## config.mk

```make
export PLATFORM = sky130hd
export DESIGN_NAME = wbc_write_buffer
export DESIGN_NICKNAME = d
export VERILOG_FILES = /design/src/logic/wbc_pkg.sv /design/src/logic/wbc_slot_mem.sv /design/src/logic/wbc_write_buffer.sv
export SDC_FILE = /design/constraint.sdc
export NUM_CORES = 1
export LEC_CHECK = 0
export ABC_AREA = 1
export BUFFER_PORTS_ARGS = -buffer_cell sky130_fd_sc_hd__buf_2
export CAP_MARGIN = 20
export CORE_ASPECT_RATIO = 1.75
export CORE_UTILIZATION = 35
export DETAILED_ROUTE_END_ITERATION = 6
export PLACE_DENSITY_LB_ADDON = 0.3
export SLEW_MARGIN = 10
export SYNTH_ARGS = -nofsm -noshare
export SYNTH_HDL_FRONTEND = slang
export SYNTH_HIERARCHICAL = 1
export SYNTH_SLANG_ARGS = --single-unit
```

## constraint.sdc

```tcl
create_clock -name ref_clk -period 12.6 [get_ports ref_clk]
set_input_delay 0 -clock ref_clk [delete_from_list [all_inputs] [get_ports ref_clk]]
set_output_delay 0 -clock ref_clk [all_outputs]
set_load 0.03 [all_outputs]
```

## src/logic/wbc_pkg.sv

```systemverilog
// wbc_pkg: constants and state types for the external cpu block write buffer controller.
// assumes a 64-bit multiplexed address/data bus and one 100 MHz system clock.
`default_nettype none

package wbc_pkg;

  // widths and depth
  localparam int DATA_W   = 64;
  localparam int ADDR_W   = 32;
  localparam int CMD_W    = 9;
  localparam int DEPTH    = 8;
  localparam int PTR_W    = 3;
  localparam int CNT_W    = 4;
  localparam int PAT_W    = 4;
  localparam int BE_W     = 8;
  localparam int DW_SHIFT = 3;   // byte offset bits inside one doubleword

  // command bus fields
  localparam int CMD_DATA_BIT  = 8;   // high on data cycles, low on address cycles
  localparam int CMD_OP_HI     = 7;
  localparam int CMD_OP_LO     = 5;
  localparam int CMD_BLOCK_BIT = 4;   // block transfer when set
  localparam int CMD_LINE_HI   = 1;
  localparam int CMD_LINE_LO   = 0;
  localparam int CMD_SIZE_HI   = 2;
  localparam int CMD_SIZE_LO   = 0;

  localparam logic [2:0] CMD_OP_WRITE = 3'h2;

  // line size codes and doublewords per block
  localparam logic [1:0]       LINE_4W     = 2'h0;
  localparam logic [1:0]       LINE_8W     = 2'h1;
  localparam logic [CNT_W-1:0] BEATS_4W    = 4'h2;
  localparam logic [CNT_W-1:0] BEATS_8W    = 4'h4;
  localparam logic [CNT_W-1:0] BEATS_MAX   = 4'h8;
  localparam logic [CNT_W-1:0] BEATS_ONE   = 4'h1;

  // pacing pattern codes; 0..8 defined, 9..15 reserved
  localparam logic [PAT_W-1:0] PAT_FIRST_RESERVED = 4'h9;

  // reset values
  localparam logic [PAT_W-1:0] PAT_RST       = 4'h0;
  localparam logic [BE_W-1:0]  BE_ALL        = 8'hff;
  localparam logic [ADDR_W-1:0] ADDR_RST     = 32'h0;
  localparam logic             ACCEPT_OFF_B  = 1'b1;   // handshakes are active low

  typedef enum logic [0:0] {P_IDLE, P_DATA}           wbc_proc_e;
  typedef enum logic [1:0] {M_IDLE, M_FETCH, M_WRITE} wbc_mem_e;

endpackage

`default_nettype wire

```

## src/logic/wbc_slot_mem.sv

```systemverilog
// wbc_slot_mem: eight doubleword storage slots, one write port, registered read port.
// assumes write and read addresses come from the controller on the same clock.
`timescale 1ns/100ps
`default_nettype none

module wbc_slot_mem (
  // clock
  input  wire logic                         ref_clk,
  // write port
  input  wire logic                         wr_en,
  input  wire logic [wbc_pkg::PTR_W-1:0]    wr_slot,
  input  wire logic [wbc_pkg::DATA_W-1:0]   wr_data,
  // read port
  input  wire logic                         rd_en,
  input  wire logic [wbc_pkg::PTR_W-1:0]    rd_slot,
  output logic      [wbc_pkg::DATA_W-1:0]   rd_data_q
);
  import wbc_pkg::*;

  logic [DATA_W-1:0] slot_q [DEPTH];

  // storage has no reset; only slots already written are ever read
  always_ff @(posedge ref_clk) begin
    if (wr_en) begin
      slot_q[wr_slot] <= wr_data;
    end
  end

  // read data held until the next fetch
  always_ff @(posedge ref_clk) begin
    if (rd_en) begin
      rd_data_q <= slot_q[rd_slot];
    end
  end

endmodule // wbc_slot_mem

`default_nettype wire

```

## src/logic/wbc_write_buffer.sv

```systemverilog
// wbc_write_buffer: external write buffer between the processor system interface and memory.
// assumes processor bus shares ref_clk, mode strap does not; memory side is same-clock logic.
`timescale 1ns/100ps
`default_nettype none

// Function
// - buffer depth covers worst-case pattern backlog
// - shared address register: reads wait for write
// - overlap variant keeps separate read/write addresses
// - address loads until write command with strobe
// - block address advances in sequential doubleword order
// - separate processor-side and memory-side state machines
// - each arriving doubleword takes a fresh slot
// - stop capturing after last doubleword of block
// - memory side waits out overlapped cache read
// - retire count added to start address makes doubleword address
// - write accept dropped while a transaction is busy or any slot holds data
// - read accept dropped while writing memory
// - capacity matches block size, eight slots
module wbc_write_buffer (
  // clock and reset
  input  wire logic                          ref_clk,
  input  wire logic                          rst_b,
  // processor system interface pins
  input  wire logic [wbc_pkg::CMD_W-1:0]     command_bus,
  input  wire logic                          cpu_drive_strobe_b,
  input  wire logic [wbc_pkg::DATA_W-1:0]    muxed_addr_data_bus,
  output logic                               write_accept_b,
  output logic                               read_accept_b,
  // board straps
  input  wire logic [wbc_pkg::PAT_W-1:0]     pattern_code,
  input  wire logic                          shared_addr_mode,
  output logic                               pattern_reserved,
  // memory side
  input  wire logic                          cache_overlap_busy,
  input  wire logic                          mem_wr_done,
  output logic                               mem_wr_req,
  output logic      [wbc_pkg::ADDR_W-1:0]    mem_addr,
  output logic      [wbc_pkg::BE_W-1:0]      mem_byte_en,
  output logic      [wbc_pkg::DATA_W-1:0]    mem_wr_data
);
  import wbc_pkg::*;

  localparam int SYNC_W = CMD_W + 1 + DATA_W + 1;

  // pin stages: four flops each; only the mode strap waits for stages two and three to agree
  logic [SYNC_W-1:0] sync1_q;
  logic [SYNC_W-1:0] sync2_q;
  logic [SYNC_W-1:0] sync3_q;
  logic [SYNC_W-1:0] pin_q;
  logic [SYNC_W-1:0] pin_d;
  logic [SYNC_W-1:0] agree;

  // bus bits ride the stages as a plain pipeline: they share ref_clk, and waiting for
  // two stages to agree would swallow every single-cycle data beat
  localparam logic [SYNC_W-1:0] BUS_BITS = {1'b0, {(SYNC_W-1){1'b1}}};

  assign agree = ~(sync2_q ^ sync3_q) | BUS_BITS;
  assign pin_d = (sync3_q & agree) | (pin_q & ~agree);

  // strobe and handshakes idle high, everything else low,
  // so the staged strobe cannot fake a command while reset lets go
  always_ff @(posedge ref_clk or negedge rst_b) begin
    if (!rst_b) begin
      sync1_q <= {1'b0, {CMD_W{1'b0}}, 1'b1, {DATA_W{1'b0}}};
      sync2_q <= {1'b0, {CMD_W{1'b0}}, 1'b1, {DATA_W{1'b0}}};
      sync3_q <= {1'b0, {CMD_W{1'b0}}, 1'b1, {DATA_W{1'b0}}};
      pin_q   <= {1'b0, {CMD_W{1'b0}}, 1'b1, {DATA_W{1'b0}}};
    end else begin
      sync1_q <= {shared_addr_mode, command_bus, cpu_drive_strobe_b, muxed_addr_data_bus};
      sync2_q <= sync1_q;
      sync3_q <= sync2_q;
      pin_q   <= pin_d;
    end
  end

  // staged pin fields; the strobe pin is active low, so it is inverted here
  wire              shared_mode = pin_q[SYNC_W-1];
  wire [CMD_W-1:0]  cmd         = pin_q[DATA_W+1 +: CMD_W];
  wire              strobe      = ~pin_q[DATA_W];
  wire [DATA_W-1:0] bus         = pin_q[DATA_W-1:0];

  // command decode
  wire       is_data   = strobe & cmd[CMD_DATA_BIT];
  wire       is_write  = strobe & ~cmd[CMD_DATA_BIT]
                         & (cmd[CMD_OP_HI:CMD_OP_LO] == CMD_OP_WRITE);
  wire       is_block  = cmd[CMD_BLOCK_BIT];
  wire [1:0] line_code = cmd[CMD_LINE_HI:CMD_LINE_LO];
  wire [2:0] size_m1   = cmd[CMD_SIZE_HI:CMD_SIZE_LO];

  // doublewords per block; lines above sixteen words would need cascaded stages
  wire [CNT_W-1:0] blk_beats = (line_code == LINE_4W) ? BEATS_4W :
                               (line_code == LINE_8W) ? BEATS_8W : BEATS_MAX;
  // a single write counts as one beat, so both kinds share the retire path
  wire [CNT_W-1:0] cmd_beats = is_block ? blk_beats : BEATS_ONE;

  // partial writes never straddle, so a shifted mask is enough
  wire [BE_W-1:0] be_base = BE_ALL >> (3'h7 - size_m1);
  wire [BE_W-1:0] be_part = be_base << bus[DW_SHIFT-1:0];
  wire [BE_W-1:0] cmd_be  = is_block ? BE_ALL : be_part;

  // pacing pattern strap, caught once after reset release
  // reserved codes are only flagged; pacing itself is the processor's business
  logic [PAT_W-1:0] pat_q;
  logic             pat_done_q;
  logic             pat_bad_q;

  always_ff @(posedge ref_clk or negedge rst_b) begin
    if (!rst_b) begin
      pat_q      <= PAT_RST;
      pat_done_q <= 1'b0;
      pat_bad_q  <= 1'b0;
    end else if (!pat_done_q) begin
      pat_q      <= pattern_code;
      pat_done_q <= 1'b1;
      pat_bad_q  <= (pattern_code >= PAT_FIRST_RESERVED);
    end
  end

  // shared state between the two machines
  wbc_proc_e          proc_q;
  wbc_proc_e          proc_d;
  wbc_mem_e           mem_q;
  wbc_mem_e           mem_d;
  logic [PTR_W-1:0]   wr_ptr_q;
  logic [PTR_W-1:0]   rd_ptr_q;
  logic [CNT_W-1:0]   occ_q;
  logic [CNT_W-1:0]   beats_q;
  logic [CNT_W-1:0]   cap_cnt_q;
  logic [CNT_W-1:0]   ret_cnt_q;
  logic [ADDR_W-1:0]  wa_q;
  logic [BE_W-1:0]    be_q;
  logic               busy_q;
  logic               busy_d;

  // processor-side machine: address capture and slot filling
  wire capture_gate = (proc_q == P_IDLE) & ~busy_q;
  wire start        = capture_gate & is_write;
  wire push         = (proc_q == P_DATA) & is_data;
  wire last_push    = push & (cap_cnt_q == beats_q - BEATS_ONE);

  // beats past the block length find the machine idle and are dropped
  always_comb begin
    proc_d = proc_q;
    case (proc_q)
      P_IDLE: begin
        if (start) begin
          proc_d = P_DATA;
        end
      end
      P_DATA: begin
        if (last_push) begin
          proc_d = P_IDLE;
        end
      end
      default: proc_d = P_IDLE;
    endcase
  end

  // write address register loads every cycle until the gate drops; it is never
  // shared with reads, so an overlapped read cannot overwrite a captured start
  always_ff @(posedge ref_clk or negedge rst_b) begin
    if (!rst_b) begin
      wa_q <= ADDR_RST;
    end else if (capture_gate) begin
      wa_q <= bus[ADDR_W-1:0];
    end
  end

  // per-transaction size, enables and capture count
  always_ff @(posedge ref_clk or negedge rst_b) begin
    if (!rst_b) begin
      proc_q    <= P_IDLE;
      beats_q   <= BEATS_ONE;
      be_q      <= BE_ALL;
      cap_cnt_q <= '0;
      wr_ptr_q  <= '0;
    end else begin
      proc_q <= proc_d;
      if (start) begin
        beats_q   <= cmd_beats;
        be_q      <= cmd_be;
        cap_cnt_q <= '0;
      end else if (push) begin
        cap_cnt_q <= cap_cnt_q + BEATS_ONE;
        wr_ptr_q  <= wr_ptr_q + 3'h1;
      end
    end
  end

  // memory-side machine: fetch a slot, present it, wait for memory
  wire             pop      = (mem_q == M_WRITE) & mem_wr_done;
  wire             last_pop = pop & (ret_cnt_q == beats_q - BEATS_ONE);
  wire             fetch    = (mem_q == M_IDLE) & (occ_q != '0) & ~cache_overlap_busy;
  wire [ADDR_W-4:0] dw_base = wa_q[ADDR_W-1:DW_SHIFT];
  wire [ADDR_W-4:0] dw_addr = dw_base + {{(ADDR_W-3-CNT_W){1'b0}}, ret_cnt_q};
  wire [ADDR_W-1:0] ret_addr = {dw_addr, wa_q[DW_SHIFT-1:0]};
  // slot read only on the fetch decision, so presented data holds until done
  wire             slot_rd  = fetch;

  always_comb begin
    mem_d = mem_q;
    case (mem_q)
      M_IDLE: begin
        if (fetch) begin
          mem_d = M_FETCH;
        end
      end
      M_FETCH: mem_d = M_WRITE;
      M_WRITE: begin
        if (pop) begin
          mem_d = M_IDLE;
        end
      end
      default: mem_d = M_IDLE;
    endcase
  end

  // transaction stays busy from address capture until its last slot retires
  // a second command waits on write accept, so one start address is live at a time
  always_comb begin
    busy_d = busy_q;
    if (start) begin
      busy_d = 1'b1;
    end else if (last_pop) begin
      busy_d = 1'b0;
    end
  end

  // retire side pointers and the memory request
  always_ff @(posedge ref_clk or negedge rst_b) begin
    if (!rst_b) begin
      mem_q       <= M_IDLE;
      rd_ptr_q    <= '0;
      ret_cnt_q   <= '0;
      mem_wr_req  <= 1'b0;
      mem_addr    <= ADDR_RST;
      mem_byte_en <= BE_ALL;
    end else begin
      mem_q <= mem_d;
      if (mem_q == M_FETCH) begin
        mem_wr_req  <= 1'b1;
        mem_addr    <= ret_addr;
        mem_byte_en <= be_q;
      end else if (pop) begin
        mem_wr_req <= 1'b0;
        rd_ptr_q   <= rd_ptr_q + 3'h1;
        ret_cnt_q  <= last_pop ? '0 : ret_cnt_q + BEATS_ONE;
      end
      if (start) begin
        ret_cnt_q <= '0;
      end
    end
  end

  // occupancy and both handshakes; clearing on reset makes the buffer empty
  // a push and a pop in one cycle cancel, so the count tracks live slots exactly
  wire [CNT_W-1:0] occ_d = occ_q + {{(CNT_W-1){1'b0}}, push}
                                 - {{(CNT_W-1){1'b0}}, pop};

  // processor reacts two clocks late, so read accept drops as the fetch starts
  wire ra_off_d = (mem_d != M_IDLE)
                  | (shared_mode & busy_d);
  // one transaction at a time keeps the slot ring from wrapping onto live data
  wire wa_off_d = busy_d | (occ_d != '0);

  always_ff @(posedge ref_clk or negedge rst_b) begin
    if (!rst_b) begin
      occ_q          <= '0;
      busy_q         <= 1'b0;
      write_accept_b <= ACCEPT_OFF_B;
      read_accept_b  <= ACCEPT_OFF_B;
    end else begin
      occ_q          <= occ_d;
      busy_q         <= busy_d;
      write_accept_b <= wa_off_d;
      read_accept_b  <= ra_off_d;
    end
  end

  assign pattern_reserved = pat_bad_q;

  // eight slots sized to a sixteen-word line; no deeper cascade here, but that
  // covers the worst-case backlog of any pacing pattern on such a line
  wbc_slot_mem u_slots (
    .ref_clk   (ref_clk),
    .wr_en     (push),
    .wr_slot   (wr_ptr_q),
    .wr_data   (bus),
    .rd_en     (slot_rd),
    .rd_slot   (rd_ptr_q),
    .rd_data_q (mem_wr_data)
  );

endmodule // wbc_write_buffer

`default_nettype wire

```

==> metrics.log <==
INFO  metric run_status = completed
INFO  metric tritoncts_num_sinks = 983
INFO  metric synth_edf_count = 576
INFO  metric antenna_violating_nets_post_route = 0
INFO  metric timing.clock.skew = 0.0245 ns
INFO  metric period_share = 26.3%
INFO  metric seq_power_share = 44.9%
INFO  metric p_sw = 2800 uW
INFO  metric wire_length_of_the_first_global_routing_pass = 130 mm
INFO  metric die_h = 435 um
INFO  metric via_count = 22700
INFO  metric p_leak = 0.0201 uW
INFO  metric kind_of_start_point_of_the_critical_path = register
INFO  metric max_clock_freq = 301 MHz
INFO  metric vdd_ir_drop_max = 0.000141 V
INFO  metric post_route_cells_drive_above_1_share = 11.6%
INFO  metric row_count = 158
INFO  metric post_cts.repair.setup_buffers = 0
INFO  metric power.clock.fraction = 32.8%
INFO  metric simple_gate_share_of_the_synthesized_area = 16.6%
INFO  metric grt_start_max_net_pins = 155
INFO  metric synth_compound_gate_area_share = 1.08%
INFO  metric ff2ff_setup_slack = 9.28 ns
INFO  metric setup_total_negative_slack = 0 ns
INFO  metric post-place-cells = 4788
INFO  metric chipWidth = 249 um
INFO  metric post_synthesis_share_of_cell_area_spent_on_xor_and_xnor_gates = 0.421%
INFO  metric grt_setup_unrepaired = false
INFO  metric area_share_of_the_largest_cell_type_after_synthesis = 46.2%
INFO  metric flow.area_growth_from_synthesis = 18.9%
INFO  metric num_io_pins = 191
INFO  metric p_int = 5820 uW
INFO  metric mappedNetlistNets = 3418
INFO  metric slew_violations = 0
INFO  metric max_cap_violations = 0
INFO  metric adder_and_majority_cell_fraction_of_the_synthesized_area = 0.602%
INFO  metric synthesis.instances = 3319
INFO  metric synth_top_cells_by_area = edfxtp_1 (46%), dfrtp_1 (26%), nand2_1 (11%)
INFO  metric final_number_of_setup_violating_endpoints = 0
INFO  metric vias_in_the_first_global_route = 23100
INFO  metric post-route-min-period = 3.32 ns
INFO  metric dp.final_hpwl = 45.8 mm
INFO  metric clkTransAtPathRegs = 0.07 ns
INFO  metric endpoint_kind = register
INFO  metric synth.mux.area_fraction = 0%
INFO  metric worst_hold_path_type = in -> reg
INFO  metric required_time_of_the_critical_path = 12.98 ns
INFO  metric root_buffer = clkbuf_16
INFO  metric critical_path_class = reg -> reg
INFO  metric post-route-drc-count = 0
INFO  metric die_area = 0.108 sq mm
INFO  metric synth_largest_area_cell = edfxtp_1
INFO  metric critPathArrivalTime = 3.70 ns
INFO  metric main_combinational_cell_family_by_area_after_synthesis = simple AND/OR/NAND/NOR gates
INFO  metric yosys_register_bits = 983
INFO  metric critical_path.max_fanout = 72
INFO  metric powerDensity = 194 mW/mm^2
INFO  metric clock_path_buffers = 3
INFO  metric cts-buffers-inserted = 93
INFO  metric post_synth_instance_area = 0.0374 sq mm
INFO  metric drt_wl_cell = 16.5 um
INFO  metric ys_warn_count = 6
INFO  metric grtUsageTotal = 15.9%
INFO  metric cts_tree = built
INFO  metric post-route-util = 42.0%
INFO  metric port_buffers = 189
INFO  metric core-area = 0.106 sq mm
INFO  metric final_net_count = 3779
INFO  metric grt_antenna_before_repair = 3
INFO  metric clk-insertion-delay-late = 0.69 ns
INFO  metric initial_utilization = 35.3%
INFO  metric layout.cells.non_filler = 5122
INFO  metric synth.avg_cell_area = 11.3 sq um
INFO  metric comb_power_share = 22.3%
INFO  metric slew_headroom = 32.0%
INFO  metric synth_cell_count_leaders = nand2_1 (1110), inv_1 (588), edfxtp_1 (576), dfrtp_1 (384), nand3_1 (314)
INFO  metric gp_congestion = 0.831
INFO  metric synth.most_common_cell = nand2_1
INFO  metric sequential_to_total_area_share_from_yosys_stat = 73.5%
INFO  metric h-tree-depth = 3
INFO  metric worst_pin_slew = 1.02 ns
INFO  metric synth_async_sr_flop_share = 41.4%
INFO  metric power_switching_share = 32.5%
INFO  metric first_iter_violations = 1248
INFO  metric drt-pass1-iter-count = 5
INFO  metric finalWirelength = 84.4 mm
INFO  metric synth-main-ff-cell = edfxtp_1
INFO  metric final_hold_viol_count = 0
INFO  metric viasPerCell = 4.43
INFO  metric grt.overflow.total = 0
INFO  metric synth.lib_cells_used.distinct = 39
==> cell families after synthesis <==
group	after synthesis
other cells	1
buf+inv	710
xor+xnor	18
flops	983
simple gates	1514
compound gates	76
fa+ha+maj	17
==> sequential cells by signal, summed over array words and instances (netlist names), 2 cells and up, named ones only <==
signal / flops
rd_ptr_q: 3
wr_ptr_q: 3
pin_q: 73
u_slots/slot_q: 512
sync1_q: 74
mem_addr: 32
beats_q: 4
sync3_q: 74
ret_cnt_q: 4
sync2_q: 74
u_slots/rd_data_q: 64
be_q: 8
cap_cnt_q: 4
mem_byte_en: 8
mem_q: 2
occ_q: 4
wa_q: 32
==> power groups by stage <==
| stage | combinational, uW | clock (uW) | sequential, uW |
|---|---|---|---|
| after detailed placement | 1920 | 0 | 3940 |
| after CTS | 1970 | 2920 | 3880 |
| after global routing | 2160 | 3020 | 3900 |
| after global placement | 1910 | 0 | 3940 |
| final | 1920 | 2820 | 3870 |
| after floorplan | 1200 | 0 | 4060 |
==> path summary, 6_finish.rpt <==
check / cells after the start / startpoint / end
max: 7 / rd_ptr_q[0]$_DFFE_PN0P_ / u_slots/rd_data_q[13]$_DFFE_PP_
min: 3 / mem_wr_done / mem_q[1]$_DFF_PN0_
max reg2reg: 7 / rd_ptr_q[0]$_DFFE_PN0P_ / u_slots/rd_data_q[13]$_DFFE_PP_
min reg2reg: 0 / sync3_q[59]$_DFF_PN0_ / pin_q[59]$_DFF_PN0_
max in group asynchronous: 6 / rst_b / sync3_q[28]$_DFF_PN0_
min in group asynchronous: 3 / rst_b / sync2_q[46]$_DFF_PN0_
==> worst max-delay path, cell delays in order, from the launching register on <==
cell and delay, ns:
dfrtp_4 0.86, buf_4 0.78, buf_4 0.76, nand2_1 0.12, nand3_1 0.12, nand2_1 0.07, nand2_1 0.05, nand2_1 0.15
==> area by class of cell <==
class	instances	area [sq um]
timing repair buffer	380	2820
sequential	983	27500
inverter	596	2250
antenna	2	5.00
multi-input combinational	1626	7060
tap	1360	1700
fill	9839	61500
clock inverter	43	405
clock buffer	132	2710
==> what timing repair did <==
item                      in CTS  in global routing
hold endpoints to repair     195                  0
gates resized for setup        0                  0
hold buffers                 156                  0
==> layout by cell type (no fill, tap or decap), drive strengths merged, types with 24 or more instances in the layout <==
master and n:
buf 225, clkbuf 132, clkinv 24, dfrtp 384
dlygate4sd3 155, edfxtp 576, inv 603, nand2 1117
nand3 315, nor2 66, o21ai 56
==> per-layer routing <==
metal	up-vias	GRT usage [%]	share of wire (%)
met2	453	28.4	51
met1	11000	18.7	41
met3	159	2.68	4.2
li1	11100	-	-
met5	-	0	0
met4	0	7.13	3.6
==> metrics by stage <==
stage / hold WS, ns / setup WS (ns) / area (sq um) / total power [uW]
6_report: 0.134 / 9.28 / 44500 / 8620
5_1_grt: 0.115 / 9.01 / 44500 / 9090
4_1_cts: 0.0797 / 9.10 / 44400 / 8770
3_5_place_dp: 0.106 / 9.13 / 39700 / 5860
3_3_place_gp: 0.104 / 9.13 / 39700 / 5850
2_1_floorplan: -0.296 / 5.17 / 37400 / 5260
Note: power is estimated with default switching activity, not from simulation.
